===== config.mk =====
export PLATFORM = sky130hd
export DESIGN_NAME = swd_watchdog
export DESIGN_NICKNAME = d
export VERILOG_FILES = /design/src/verilog/swd_pkg.sv /design/src/verilog/swd_sync.sv /design/src/verilog/swd_watchdog.sv
export SDC_FILE = /design/constraint.sdc
export NUM_CORES = 1
export LEC_CHECK = 0
export BUFFER_PORTS_ARGS = -buffer_cell sky130_fd_sc_hd__buf_4
export CAP_MARGIN = 20
export CELL_PAD_IN_SITES_DETAIL_PLACEMENT = 0
export CELL_PAD_IN_SITES_GLOBAL_PLACEMENT = 1
export CORE_UTILIZATION = 30
export DETAILED_ROUTE_END_ITERATION = 7
export GPL_ROUTABILITY_DRIVEN = 0
export PLACE_DENSITY = 0.55
export SYNTH_ARGS = -nofsm -noshare
export SYNTH_HDL_FRONTEND = slang
export SYNTH_SLANG_ARGS = --single-unit

===== constraint.sdc =====
create_clock -name sys_clk -period 6.1 [get_ports sys_clk]
set_clock_uncertainty 0.15 [all_clocks]
set_input_delay 1.525 -clock sys_clk [delete_from_list [all_inputs] [get_ports sys_clk]]
set_output_delay 1.525 -clock sys_clk [all_outputs]
set_load 0.01 [all_outputs]

===== src/verilog/swd_pkg.sv =====
// Purpose: Shared constants for the supervisor watchdog and RAM enable gating.
// Assumes: sys_clk at 200 MHz; internal timebase nominally 10.24 kHz.
// Notes:   Intervals are held in timebase ticks; times in ms derive the internal ones.
package swd_pkg;

    // ==========================================================
    // Clock and timebase rates
    // ==========================================================
    localparam int unsigned CLK_HZ      = 200_000_000;
    localparam int unsigned OSC_HZ      = 10_240;
    // Cycles per internal tick, rounded down (19531)
    localparam int unsigned OSC_DIV_DEF = CLK_HZ / OSC_HZ;

    // ==========================================================
    // Intervals in ms and their tick counts
    // ==========================================================
    localparam int unsigned T_LONG_MS   = 1600;
    localparam int unsigned T_SHORT_MS  = 100;
    localparam int unsigned T_PULSE_MS  = 50;
    localparam int unsigned CNT_W       = 15;
    localparam logic [14:0] TK_LONG     = 15'(T_LONG_MS * OSC_HZ / 1000);
    localparam logic [14:0] TK_SHORT    = 15'(T_SHORT_MS * OSC_HZ / 1000);
    localparam logic [14:0] TK_PULSE    = 15'(T_PULSE_MS * OSC_HZ / 1000);
    // External clock mode counts
    localparam logic [14:0] TK_EXT_NORM = 15'h0400;
    localparam logic [14:0] TK_EXT_LONG = 15'h1000;
    localparam logic [14:0] TK_EXT_PULS = 15'h0200;

    // ==========================================================
    // Supervisor states
    // ==========================================================
    typedef enum logic [2:0] {
        ST_HOLD  = 3'b001,
        ST_PULSE = 3'b010,
        ST_RUN   = 3'b100
    } swd_state_e;

endpackage : swd_pkg


===== src/verilog/swd_sync.sv =====
// Purpose: Two-flop synchroniser for a bundle of comparator levels.
// Assumes: Synchronous active-high reset.
// Notes:   Reset value is zero: low line and power fail read as low supply, the backup bit reads as not below backup.
`timescale 1ns/10ps
module swd_sync #(
    parameter int unsigned W = 3
) (
    // Clock and reset
    input  wire logic         sys_clk,
    input  wire logic         rst,
    // Levels
    input  wire logic [W-1:0] din,
    output logic      [W-1:0] dout
);

    // ==========================================================
    // Stages
    // ==========================================================
    logic [W-1:0] meta;

    // First stage feeds only the second
    always_ff @(posedge sys_clk) begin
        if (rst) begin
            meta <= '0;
            dout <= '0;
        end else begin
            meta <= din;
            dout <= meta;
        end
    end

endmodule : swd_sync


===== src/verilog/swd_watchdog.sv =====
// Purpose: Watchdog, reset generator, RAM enable gating, power-fail warning.
// Assumes: Comparator results arrive as async levels; other pins synchronous.
// Notes:   Undriven pins are signalled by separate float inputs.
//
// Contract
// - Enable output copies input while line good
// - Low line forces enable output high
// - Supply below backup forces enable high
// - Warning low when power-fail sense low
// - Below backup: warning forced low
// - No kick in timeout gives reset pulse
// - Long timeout after reset until first kick
// - Watchdog count restarts at end of reset
// - Static kick gives pulses every long interval
// - Floating kick input disables watchdog
// - Expired low on timeout until next kick
// - Expired forced high on low line
// - Defaults are 1.6 s and 50 ms
// - Internal timebase: 100 ms or 1.6 s
// - Kicks ignored while reset asserted
// - External clock: 1024, 4096, 512 clocks
// - Internal timebase runs at 10.24 kHz
// - Reset held until line good 50 ms
// - Active-high reset is inverse of reset
`timescale 1ns/10ps
module swd_watchdog
    import swd_pkg::*;
#(
    parameter int unsigned OSC_DIV = OSC_DIV_DEF
) (
    // Clock and reset
    input  wire logic sys_clk,
    input  wire logic rst,
    // Comparator results, asynchronous
    input  wire logic lowline_sense,
    input  wire logic powerfail_sense_in,
    input  wire logic supply_below_backup,
    // Watchdog kick from the processor
    input  wire logic watchdog_kick,
    input  wire logic watchdog_kick_float,
    // Timebase selection
    input  wire logic timebase_select,
    input  wire logic timebase_select_float,
    input  wire logic timebase_input,
    input  wire logic timebase_input_float,
    // RAM enable gating
    input  wire logic ce_in_n,
    output logic      ce_out_n,
    // Supervisor outputs
    output logic      reset_n,
    output logic      reset_hi,
    output logic      powerfail_warn_n,
    output logic      watchdog_expired_n
);

    // ==========================================================
    // Functions
    // ==========================================================
    // Watchdog limit in ticks for the current mode
    function automatic logic [14:0] wd_limit(input logic long_w,
                                             input logic ext,
                                             input logic short_sel);
        logic [14:0] lim;
        if (ext) begin
            lim = long_w ? TK_EXT_LONG : TK_EXT_NORM;
        end else if (long_w || !short_sel) begin
            lim = TK_LONG;
        end else begin
            lim = TK_SHORT;
        end
        return lim;
    endfunction : wd_limit

    // Reset pulse length in ticks
    function automatic logic [14:0] pulse_limit(input logic ext);
        return ext ? TK_EXT_PULS : TK_PULSE;
    endfunction : pulse_limit

    // ==========================================================
    // Declarations
    // ==========================================================
    localparam logic [14:0] DIV_LAST = 15'(OSC_DIV - 1);

    logic [2:0]       sync_out;
    logic             lowline_s;
    logic             pf_s;
    logic             below_s;
    logic             ext_mode;
    logic             short_sel;
    logic [14:0]      div_cnt;
    logic             tb_q;
    logic             tick;
    logic             kick_q;
    logic             kick_edge;
    swd_state_e       state;
    logic [14:0]      cnt;
    logic             long_mode;
    logic [14:0]      lim;
    logic             timeout_hit;
    logic             pulse_done;

    // ==========================================================
    // Comparator synchronisation
    // ==========================================================
    // Analog results may change at any time
    swd_sync #(
        .W (3)
    ) u_sync (
        .sys_clk (sys_clk),
        .rst     (rst),
        .din     ({lowline_sense, powerfail_sense_in, supply_below_backup}),
        .dout    (sync_out)
    );

    assign lowline_s = sync_out[2];
    assign pf_s      = sync_out[1];
    assign below_s   = sync_out[0];

    // ==========================================================
    // Timebase
    // ==========================================================
    // Select low and driven picks the external clock
    assign ext_mode  = !timebase_select && !timebase_select_float;
    assign short_sel = !timebase_input && !timebase_input_float;

    // Internal oscillator emulated by a divider
    always_ff @(posedge sys_clk) begin
        if (rst || ext_mode) begin
            div_cnt <= '0;
        end else if (div_cnt == DIV_LAST) begin
            div_cnt <= '0;
        end else begin
            div_cnt <= div_cnt + 15'h0001;
        end
    end

    // External clock sampled; rising edges are ticks
    always_ff @(posedge sys_clk) begin
        if (rst) begin
            tb_q <= 1'b0;
        end else begin
            tb_q <= timebase_input;
        end
    end

    assign tick = ext_mode ? (timebase_input && !tb_q)
                           : (div_cnt == DIV_LAST);

    // ==========================================================
    // Kick edge detection
    // ==========================================================
    // Either edge counts; a floating pin gives none
    always_ff @(posedge sys_clk) begin
        if (rst) begin
            kick_q <= 1'b0;
        end else begin
            kick_q <= watchdog_kick;
        end
    end

    assign kick_edge = (watchdog_kick != kick_q) && !watchdog_kick_float;

    // ==========================================================
    // Interval decode
    // ==========================================================
    assign lim         = wd_limit(long_mode, ext_mode, short_sel);
    // Kick wins a tie; >= so a limit lowered mid-count still fires
    assign timeout_hit = (state == ST_RUN) && !watchdog_kick_float && !kick_edge
                         && tick && (cnt >= lim - 15'h0001);
    assign pulse_done  = (state == ST_PULSE) && tick
                         && (cnt == pulse_limit(ext_mode) - 15'h0001);

    // ==========================================================
    // Supervisor state machine
    // ==========================================================
    // Low line overrides all and restarts the sequence
    always_ff @(posedge sys_clk) begin
        if (rst) begin
            state     <= ST_HOLD;
            cnt       <= '0;
            long_mode <= 1'b1;
        end else if (!lowline_s) begin
            state     <= ST_HOLD;
            cnt       <= '0;
            long_mode <= 1'b1;
        end else begin
            unique case (state)
                ST_HOLD: begin
                    state <= ST_PULSE;
                    cnt   <= '0;
                end
                ST_PULSE: begin
                    // Kicks are not looked at here
                    if (pulse_done) begin
                        state     <= ST_RUN;
                        cnt       <= '0;
                        long_mode <= 1'b1;
                    end else if (tick) begin
                        cnt <= cnt + 15'h0001;
                    end
                end
                ST_RUN: begin
                    if (kick_edge) begin
                        cnt       <= '0;
                        long_mode <= 1'b0;
                    end else if (watchdog_kick_float) begin
                        cnt <= '0;
                    end else if (timeout_hit) begin
                        // Long mode is set again, so a dead kick repeats
                        state     <= ST_PULSE;
                        cnt       <= '0;
                        long_mode <= 1'b1;
                    end else if (tick) begin
                        cnt <= cnt + 15'h0001;
                    end
                end
            endcase
        end
    end

    // ==========================================================
    // Expired flag
    // ==========================================================
    // Cleared by a kick seen while reset is released, or by low line
    always_ff @(posedge sys_clk) begin
        if (rst) begin
            watchdog_expired_n <= 1'b1;
        end else if (!lowline_s) begin
            watchdog_expired_n <= 1'b1;
        end else if (timeout_hit) begin
            watchdog_expired_n <= 1'b0;
        end else if ((state == ST_RUN) && kick_edge) begin
            watchdog_expired_n <= 1'b1;
        end
    end

    // ==========================================================
    // Reset outputs
    // ==========================================================
    assign reset_n  = state[2];
    assign reset_hi = !state[2];

    // ==========================================================
    // RAM enable gating and power-fail warning
    // ==========================================================
    // Registered, so one cycle behind the synchronised levels
    always_ff @(posedge sys_clk) begin
        if (rst) begin
            ce_out_n <= 1'b1;
        end else begin
            ce_out_n <= ce_in_n || !lowline_s || below_s;
        end
    end

    // Comparator is off in backup; warning held low
    always_ff @(posedge sys_clk) begin
        if (rst) begin
            powerfail_warn_n <= 1'b0;
        end else begin
            powerfail_warn_n <= pf_s && !below_s;
        end
    end
endmodule : swd_watchdog

# Word-level counts from Yosys, hierarchy flattened
# Index checks and enable logic that the tools add are counted.
[classes]
eq_ne = 12
add_sub_neg = 3
reduce_logical = 33
n_mux = 22
n_bitwise = 1
order_cmp = 1
[op_table]
columns = ["cell", "count"]
rows = [
  ["2-to-1 mux 15 bit", 7],
  ["one-hot mux 15 bit (3 select lines)", 1],
  ["adder 15 x 1 -> 15 bit (second input constant)", 2],
  ["== test 15 bit (second input constant)", 1],
  ["== test 15 x 9 -> 1 bit (second input constant)", 1],
  ["greater-or-equal comparator 15 bit", 1],
  ["subtractor 15 x 1 -> 15 bit (second input constant)", 1],
  ["2-to-1 mux 13 bit", 1],
  ["logical AND 1 bit", 12],
  ["2-to-1 mux 3 bit", 4],
  ["zero test 1 bit", 11],
  ["one-hot mux 3 bit (3 select lines)", 1],
  ["inequality test 2 bit (second input constant)", 4],
  ["AND reduction 4 bit", 2],
  ["2-to-1 mux 1 bit", 7],
  ["inequality test 3 bit (second input constant)", 2],
  ["logical OR 1 bit", 4],
  ["nonzero test 2 bit", 2],
  ["OR reduction 2 bit", 2],
  ["== test 3 x 1 -> 1 bit (second input constant)", 1],
  ["== test 3 x 2 -> 1 bit (second input constant)", 1],
  ["== test 3 bit (second input constant)", 1],
  ["one-hot mux 1 bit (2 select lines)", 1],
  ["inequality test 1 bit", 1],
  ["NOT 1 bit", 1],
]
[word_totals]
ff_bits = 45
out_inout_bits = 5
input_bits = 12
word_cells = 83

# Logic depth before layout (Yosys ltp)
# Gate-level depths: netlist of run 1.
[depth]
word_depth = 13
mapped_depth = 14

# By module
# From an unflattened synthesis of run 1, not the netlist that was laid out.
[hier_totals]
hier_cells = 235
area_unflattened_um2 = 2142.1
[by_module_without_submodules]
columns = ["module", "area_each_um2", "instances", "cells_each"]
rows = [
  ["swd_watchdog", 1984.4, 1, 223],
  ["swd_sync", 157.7, 1, 12],
]

# Worst setup path after synthesis of run 1
# OpenSTA, ideal clock, no wires.
[synth_path]
path_type = "input -> register"
startpoint = "input port timebase_select_float"
endpoint = "register cnt[10]"
required_ns = 5.876
slack_ns = 2.036
n_path_buf = 1
stages = 13
arrival_time_ns = 3.839
path_cell_list = "nor2_1 > nor2_1 > nor2_1 > inv_1 > ha_1 > ha_1 > a21oi_1 > a21boi_0 > o21ai_0 > a21oi_1 > a22o_2 > buf_8 > nor3_2"
[synth_between]
elab_chain_cells = 10
[synth_rtl]
columns = ["element", "line", "text"]
rows = [
  ["from (decl)", "swd_watchdog.sv:43", "input wire logic timebase_select_float,"],
  ["zero test 1 bit (*)", "swd_watchdog.sv:123", "assign ext_mode = !timebase_select && !timebase_select_float;"],
  ["logical AND 1 bit (*)", "swd_watchdog.sv:123", ""],
  ["2-to-1 mux 15 bit", "swd_watchdog.sv:64", "if (ext) begin"],
  ["subtractor 15 x 1 -> 15 bit", "swd_watchdog.sv:169", "&& tick && (cnt >= lim - 15'h0001);"],
  ["greater-or-equal comparator 15 bit", "swd_watchdog.sv:169", ""],
  ["logical AND 1 bit", "swd_watchdog.sv:169", ""],
  ["2-to-1 mux 15 bit", "swd_watchdog.sv:208", "end else if (timeout_hit) begin"],
  ["2-to-1 mux 15 bit", "swd_watchdog.sv:206", "end else if (watchdog_kick_float) begin"],
  ["2-to-1 mux 15 bit", "swd_watchdog.sv:203", "if (kick_edge) begin"],
  ["one-hot mux 15 bit (3 select lines) (*)", "swd_watchdog.sv:187", "unique case (state)"],
  ["to (signal assigned)", "swd_watchdog.sv:199", "cnt <= cnt + 15'h0001;"],
  ["to (signal assigned)", "swd_watchdog.sv:214", "cnt <= cnt + 15'h0001;"],
  ["to (decl)", "swd_watchdog.sv:96", "logic [14:0] cnt;"],
]
# Every way passes the cells marked *; elsewhere a longest branch is shown, timed or not.
# A chain may end at the register's enable or synchronous reset.

# Worst setup path in the final report of run 1
[layout_path]
startpoint = "input port timebase_select_float"
endpoint = "register cnt[3]"
# The elaborated chain is that of the path after synthesis.

==> flow_metrics.py, run 1 <==
metrics = {
    "outcome": {
        "run_status": "finished clean",
    },
    "drt": {
        "drt.antenna.violating_nets": 0,
        "remaining_drc_errors": 0,
        "drt-total-wl_um": 4200,
        "initialDrtViolationCount": 22,
        "vias": 1559,
        "avgViaCountPerCell": 4.57,
        "post_dr_wirelength_cell_um": 12.3,
        "first_pass_iters": 4,
    },
    "synthesis": {
        "postSynthNetCount": 250,
        "synthArstFlopShare_pct": 0,
        "synth_area_sq_mm": 0.00216,
        "number_of_synthesized_register_bits": 45,
        "synth_flop_cell": "sky130_fd_sc_hd__dfxtp_1",
        "yosysWarnings": 0,
        "syn_area_per_cell_sq_um": 9.45,
        "synth.yosys.seq_area_share_pct": 41.6,
        "number_of_flops_mapped_to_enable_cells_by_yosys": 0,
        "post_synth_inst_count": 229,
        "synth.distinct_cells": 44,
    },
    "pwr": {
        "vdd.ir_drop.worst_uv": 74.3,
        "power_density_mw_per_mm2": 210,
        "total_design_power_mw": 0.512,
        "power.static_leakage_nw": 0.875,
    },
    "global_route": {
        "use_met2_pct": 19.3,
        "grt.busiest_layer": "met2",
        "grt_start_max_net_pins": 19,
        "groute.usage.overall_pct": 12.6,
        "antenna_found_initial": 0,
        "global_route.usage.met3_pct": 2.56,
        "globalRoute.totalOverflow": 0,
        "grt_pass1_wl_um": 7490,
        "grt_util_met1_pct": 17.7,
        "via_count_of_the_first_global_routing_pass": 1580,
    },
    "clock_network": {
        "post_cts_setup_repair_buffer_count": 0,
        "worst_setup_hold_path_clk_slew_ns": 0.08,
        "cts_resized": 0,
        "hold_buffers": 0,
        "clock-root-buffer": "sky130_fd_sc_hd__clkbuf_8",
        "clock_tree_sinks": 45,
        "cts_htree_levels": 2,
        "cts_buffer_depth": 2,
        "tritoncts": "done",
        "clk_latency_ns": 0.29,
        "tritoncts.num_buffers": 5,
    },
    "timing": {
        "fmaxAchievable_mhz": 237,
        "hold_violations": 0,
        "totalNegativeSetupSlack_ns": 0,
        "setup_ws_ns": 1.89,
        "rsz_0062_raised_after_global_routing": "no",
        "period_share_pct": 69.1,
        "final-max-slew-violation-count": 0,
        "final_period_minus_worst_setup_slack_ns": 4.21,
        "finalSetupViolations": 0,
        "tightest_slew_ns": 0.704,
        "worst_slew_margin_rel_pct": 52.8,
    },
    "critical_path": {
        "cp.arrival_ns": 4.27,
        "worstSetupPathType": "primary input to flop",
        "crit_fanout": 15,
        "required_ns": 6.15,
        "worst_setup_path_end_kind": "flop",
        "timing.critical_path.from_type": "primary input",
    },
    "floorplanning": {
        "number_of_i_o_pins": 17,
        "die-height_um": 86.9,
        "rows": 30,
        "die_w_um": 86.9,
        "initial_utilization_pct": 31.5,
        "die-area_sq_mm": 0.00756,
        "floorplan.core_area_sq_mm": 0.00687,
    },
    "placement": {
        "detailed_place.area_sq_mm": 0.00235,
        "port_buffers": 16,
        "dp.final_hpwl_um": 2970,
        "pre_cts_ws_ns": 1.56,
    },
    "layout": {
        "nFillCells": 727,
        "final_nets": 266,
        "num_antenna_cells": 0,
        "layout_cells_sized_above_1_pct": 18.8,
        "finalInstanceArea_sq_mm": 0.00244,
        "signed_area_change_from_the_synthesized_netlist_to_the_final_layout_pct": 12.8,
    },
    "run": {
        "max-cap-violations": 0,
    },
    "min_path": {
        "min_path_type": "flop to flop",
    },
}
-- where the power goes --
part | total, mW | internal [mW] | switching, mW | leakage (nW)
combinational | 0.0252 | 0.0121 | 0.0131 | 0.465
sequential | 0.300 | 0.298 | 0.00210 | 0.365
clock | 0.187 | 0.0901 | 0.0966 | 0.0443
-- kinds of logic after synthesis --
kind of cell	share of synthesized area, %
and+or+nand+nor	32.1
DFF	41.6
xor gates and xnor gates	11.7
AOI/OAI and AO/OA	4.16
buffers and inverters	3.35
adders and majority gates	5.20
muxes	1.79
-- worst max-delay path: stages --
cell                       delay [ns]
sky130_fd_sc_hd__buf_4           0.11
sky130_fd_sc_hd__nor2_1          0.39
sky130_fd_sc_hd__nor2_1          0.10
sky130_fd_sc_hd__nor2_1          0.20
sky130_fd_sc_hd__inv_1           0.07
sky130_fd_sc_hd__ha_1            0.29
sky130_fd_sc_hd__ha_1            0.32
sky130_fd_sc_hd__a21oi_1         0.15
sky130_fd_sc_hd__a21boi_0        0.09
sky130_fd_sc_hd__o21ai_0         0.27
sky130_fd_sc_hd__a21oi_1         0.11
sky130_fd_sc_hd__a22o_2          0.44
sky130_fd_sc_hd__nor3_1          0.21
-- state kept, by name, indices dropped and copies added, names as in the netlist --
signal / cells
u_sync.meta: 3
u_sync.dout: 3
tb_q: 1
long_mode: 1
state: 3
powerfail_warn_n: 1
cnt: 15
div_cnt: 15
ce_out_n: 1
kick_q: 1
watchdog_expired_n: 1
-- Yosys cell counts (2+ instances only) --
| cell type | count | area (sq um) |
|---|---|---|
| sky130_fd_sc_hd__inv_1 | 5 | 18.8 |
| sky130_fd_sc_hd__nand2_1 | 12 | 45.0 |
| sky130_fd_sc_hd__nand3_1 | 12 | 60.1 |
| sky130_fd_sc_hd__and3_1 | 8 | 50.1 |
| sky130_fd_sc_hd__dfxtp_1 | 45 | 901 |
| sky130_fd_sc_hd__and2b_2 | 2 | 17.5 |
| sky130_fd_sc_hd__nor3_2 | 11 | 110 |
| sky130_fd_sc_hd__buf_8 | 2 | 30.0 |
| sky130_fd_sc_hd__nor3b_1 | 2 | 15.0 |
| sky130_fd_sc_hd__clkbuf_1 | 3 | 11.3 |
| sky130_fd_sc_hd__nor2_1 | 25 | 93.8 |
| sky130_fd_sc_hd__o21ai_0 | 3 | 15.0 |
| sky130_fd_sc_hd__xor2_1 | 16 | 140 |
| sky130_fd_sc_hd__and4_1 | 2 | 17.5 |
| sky130_fd_sc_hd__ha_1 | 9 | 113 |
| sky130_fd_sc_hd__nor2b_1 | 10 | 62.6 |
| sky130_fd_sc_hd__a21oi_1 | 5 | 25.0 |
| sky130_fd_sc_hd__nor3_1 | 13 | 65.1 |
| sky130_fd_sc_hd__nand4_1 | 7 | 43.8 |
| sky130_fd_sc_hd__xnor2_1 | 13 | 114 |
-- final cells by class --
| class | count | area (sq um) | share of cell area [%] |
|---|---|---|---|
| clock buffer | 7 | 86.3 | 3.54 |
| inverter | 6 | 22.5 | 0.923 |
| multi-input combinational | 171 | 1190 | 48.8 |
| sequential | 45 | 901 | 36.9 |
| tap | 96 | 120 | 4.92 |
| timing repair buffer | 16 | 120 | 4.92 |
-- cell usage in the layout, fill, tap and decap left out, types with 2 or more instances in the layout --
master	instances
sky130_fd_sc_hd__and3_1	8
sky130_fd_sc_hd__nor2b_1	10
sky130_fd_sc_hd__nor3b_1	2
sky130_fd_sc_hd__ha_1	9
sky130_fd_sc_hd__nand2_1	12
sky130_fd_sc_hd__nor2_1	25
sky130_fd_sc_hd__inv_1	5
sky130_fd_sc_hd__o21ai_0	3
sky130_fd_sc_hd__xor2_1	16
sky130_fd_sc_hd__nand4_1	7
sky130_fd_sc_hd__xnor2_1	13
sky130_fd_sc_hd__dfxtp_1	45
sky130_fd_sc_hd__a21oi_1	5
sky130_fd_sc_hd__clkbuf_8	6
sky130_fd_sc_hd__nand3_1	12
sky130_fd_sc_hd__buf_4	16
sky130_fd_sc_hd__and4_1	2
sky130_fd_sc_hd__and2b_2	2
sky130_fd_sc_hd__nor3_1	13
sky130_fd_sc_hd__nor3_2	11
-- stage by stage --
stage / util, % / hold WS [ns] / instances
finish: 35.5 / 0.265 / 341
global route: 35.5 / 0.296 / 341
CTS: 35.5 / 0.270 / 341
detailed placement: 34.3 / 0.258 / 334
global placement: 34.3 / 0.267 / 334
floorplan: - / 0.241 / 229
-- worst paths after layout --
check                                                from                          end  slack (ns)  cells past startpoint
worst min-delay path            u_sync.dout[0]$_SDFF_PP0_  powerfail_warn_n$_SDFF_PP0_        0.26                      1
worst min register to register  u_sync.dout[0]$_SDFF_PP0_  powerfail_warn_n$_SDFF_PP0_        0.26                      1
worst max register to register     long_mode$_SDFFE_PP1P_            cnt[3]$_SDFF_PP0_        3.36                     10
worst max-delay path                timebase_select_float            cnt[3]$_SDFF_PP0_        1.89                     13
-- metal layers --
layer  wire (um)  up-vias
met3          81        2
met5           0        -
met2        1830       14
met1        2250      722
met4          35        0
li1            -      821
(Power assumes the default switching activity.)
==> run 2, diff against run 1 <==
- PLACE_DENSITY: 0.55 -> 0.57
- clock period: 6.1 -> 3.6 ns (I/O delays scaled with it)
==> run 2 against run 1 <==
Net effect: sequential power increased by 69%; design area increased by 2.7%; combinational power increased by 73%; via count increased by 2.4%; worst setup slack got worse by 1.4 ns; critical path depth increased by 1; highest routed layer unchanged; hold slack improved by 0.020 ns; non-clock buffer count increased by 5; global-route usage increased by 0.056 points; die area unchanged.
==> flow_metrics.py, run 2 (same netlist as run 1, synthesis figures left out) <==
metrics = {
    "global_route": {
        "use_met2_pct": 17.8,
        "grt_start_max_net_pins": 18,
        "grt_util_met1_pct": 18.5,
        "grt.busiest_layer": "met1",
        "groute.usage.overall_pct": 12.7,
        "grt_pass1_wl_um": 7400,
        "antenna_found_initial": 0,
        "globalRoute.totalOverflow": 0,
        "via_count_of_the_first_global_routing_pass": 1520,
        "global_route.usage.met3_pct": 4.08,
    },
    "clock_network": {
        "clk_latency_ns": 0.30,
        "cts_buffer_depth": 2,
        "cts_htree_levels": 2,
        "hold_buffers": 0,
        "tritoncts.num_buffers": 5,
        "worst_setup_hold_path_clk_slew_ns": 0.08,
        "tritoncts": "done",
        "cts_resized": 0,
        "clock_tree_sinks": 45,
        "clock-root-buffer": "sky130_fd_sc_hd__clkbuf_8",
        "post_cts_setup_repair_buffer_count": 0,
    },
    "layout": {
        "layout_top_registers": "cnt: 15 flops, div_cnt: 15 flops",
        "num_antenna_cells": 0,
        "layout_cells_sized_above_1_pct": 21.1,
        "nFillCells": 720,
        "fin_util_pct": 36.5,
        "final_common_cell": "sky130_fd_sc_hd__dfxtp_1",
        "final_nets": 271,
        "most-common-layout-cells": "sky130_fd_sc_hd__dfxtp_1 (45), sky130_fd_sc_hd__nor2_1 (25), sky130_fd_sc_hd__buf_4 (20)",
        "signed_area_change_from_the_synthesized_netlist_to_the_final_layout_pct": 15.8,
    },
    "pwr": {
        "fraction_of_power_consumed_by_combinational_cells_pct": 4.9,
        "power_switching_mw": 0.200,
        "swShare_pct": 22.3,
        "power.static_leakage_nw": 0.914,
        "seq_power_share_pct": 56.5,
        "clockPowerShare_pct": 38.7,
        "power_density_mw_per_mm2": 359,
        "vdd.ir_drop.worst_uv": 198,
        "cellInternalPower_mw": 0.700,
    },
    "timing": {
        "period_share_pct": 86.8,
        "setup_ws_ns": 0.475,
        "rsz_0062_raised_after_global_routing": "no",
        "final-max-slew-violation-count": 0,
        "hold_violations": 0,
        "fmaxAchievable_mhz": 320,
        "finalSetupViolations": 0,
        "tightest_slew_ns": 0.685,
        "final_period_minus_worst_setup_slack_ns": 3.13,
        "totalNegativeSetupSlack_ns": 0,
        "worst_slew_margin_rel_pct": 54.2,
    },
    "critical_path": {
        "required_ns": 3.66,
        "critical_path.top_delay_family": "compound AO/OA/AOI/OAI gates",
        "worst_setup_path_end_kind": "flop",
        "crit_fanout": 4,
        "timing.critical_path.from_type": "primary input",
        "cpMostUsedCell": "sky130_fd_sc_hd__nor2_1",
        "critical_path_buf_inv_count": 3,
        "worstSetupPathType": "primary input to flop",
        "max_stage_delay_ns": 0.35,
        "path_cells": "buf_4, nor2_1, nor2_1, nor2_1, inv_1, ha_1, ha_1, nand3_1, a21boi_0, o21ai_0, buf_4, a211oi_2, nor4_1, o31ai_1",
        "critPathSlowestCell": "sky130_fd_sc_hd__a211oi_2",
        "cp.arrival_ns": 3.18,
    },
    "floorplanning": {
        "initial_utilization_pct": 31.5,
        "die-area_sq_mm": 0.00756,
        "floorplan.core_area_sq_mm": 0.00687,
        "die_w_um": 86.9,
        "number_of_i_o_pins": 17,
        "die-height_um": 86.9,
        "rows": 30,
    },
    "drt": {
        "first_pass_iters": 4,
        "vias": 1596,
        "initialDrtViolationCount": 45,
        "drt.antenna.violating_nets": 0,
        "avgViaCountPerCell": 4.60,
        "post_dr_wirelength_cell_um": 12.3,
        "remaining_drc_errors": 0,
        "drt-total-wl_um": 4270,
    },
    "outcome": {
        "run_status": "finished clean",
    },
    "run": {
        "max-cap-violations": 0,
    },
    "placement": {
        "port_buffers": 16,
        "dp.final_hpwl_um": 2970,
        "pre_cts_ws_ns": 0.163,
    },
    "min_path": {
        "min_path_type": "flop to flop",
    },
}
-- run 2: changes by cell type in the layout (fill, tap and decap cells not counted), sizes merged --
cell    delta
buf        +5
clkinv     +1
-- run 2: stage by stage --
stage / total power, mW / hold WS, ns / std cells / area [sq um]
global route: 0.943 / 0.304 / 347 / 2510
global placement: 0.564 / 0.267 / 339 / 2400
CTS: 0.916 / 0.292 / 347 / 2510
floorplan: 0.548 / 0.241 / 229 / 2160
finish: 0.900 / 0.285 / 347 / 2510
detailed placement: 0.565 / 0.271 / 339 / 2400
-- run 2: worst reg2reg max path, delay by kind of cell (launching register included) --
kind / cells / cell delay (ns)
DFF: 1 / 0.36
buffers and inverters: 2 / 0.22
AOI/OAI and AO/OA: 4 / 0.87
and+or+nand+nor: 3 / 0.32
adders and majority gates: 2 / 0.61
-- run 2: power groups by stage --
stage	clock, mW	sequential, mW	combinational [mW]
6_report	0.348	0.508	0.0437
3_3_place_gp	0	0.520	0.0446
5_1_grt	0.385	0.510	0.0488
3_5_place_dp	0	0.520	0.0446
2_1_floorplan	0	0.519	0.0282
4_1_cts	0.363	0.509	0.0446
-- run 2: worst paths after layout --
check,from,endpoint,slack [ns],cells past startpoint
worst max-delay path,timebase_select_float,long_mode$_SDFFE_PP1P_,0.47,14
worst min-delay path,u_sync.dout[0]$_SDFF_PP0_,powerfail_warn_n$_SDFF_PP0_,0.28,1
worst max register to register,long_mode$_SDFFE_PP1P_,long_mode$_SDFFE_PP1P_,0.98,11
worst min register to register,u_sync.dout[0]$_SDFF_PP0_,powerfail_warn_n$_SDFF_PP0_,0.28,1
-- run 2: layout make-up --
class / instances / area (sq um) / share of cell area (%)
timing repair buffer: 21 / 170 / 6.79
clock inverter: 1 / 5.00 / 0.200
inverter: 6 / 22.5 / 0.899
sequential: 45 / 901 / 35.9
clock buffer: 7 / 96.3 / 3.84
tap: 96 / 120 / 4.79
multi-input combinational: 171 / 1190 / 47.5
-- run 2: per-layer routing --
layer	vias to the layer above	share of wire (%)
li1	833	-
met1	738	56
met2	23	40
met3	2	3.6
met4	0	0.59
met5	-	0
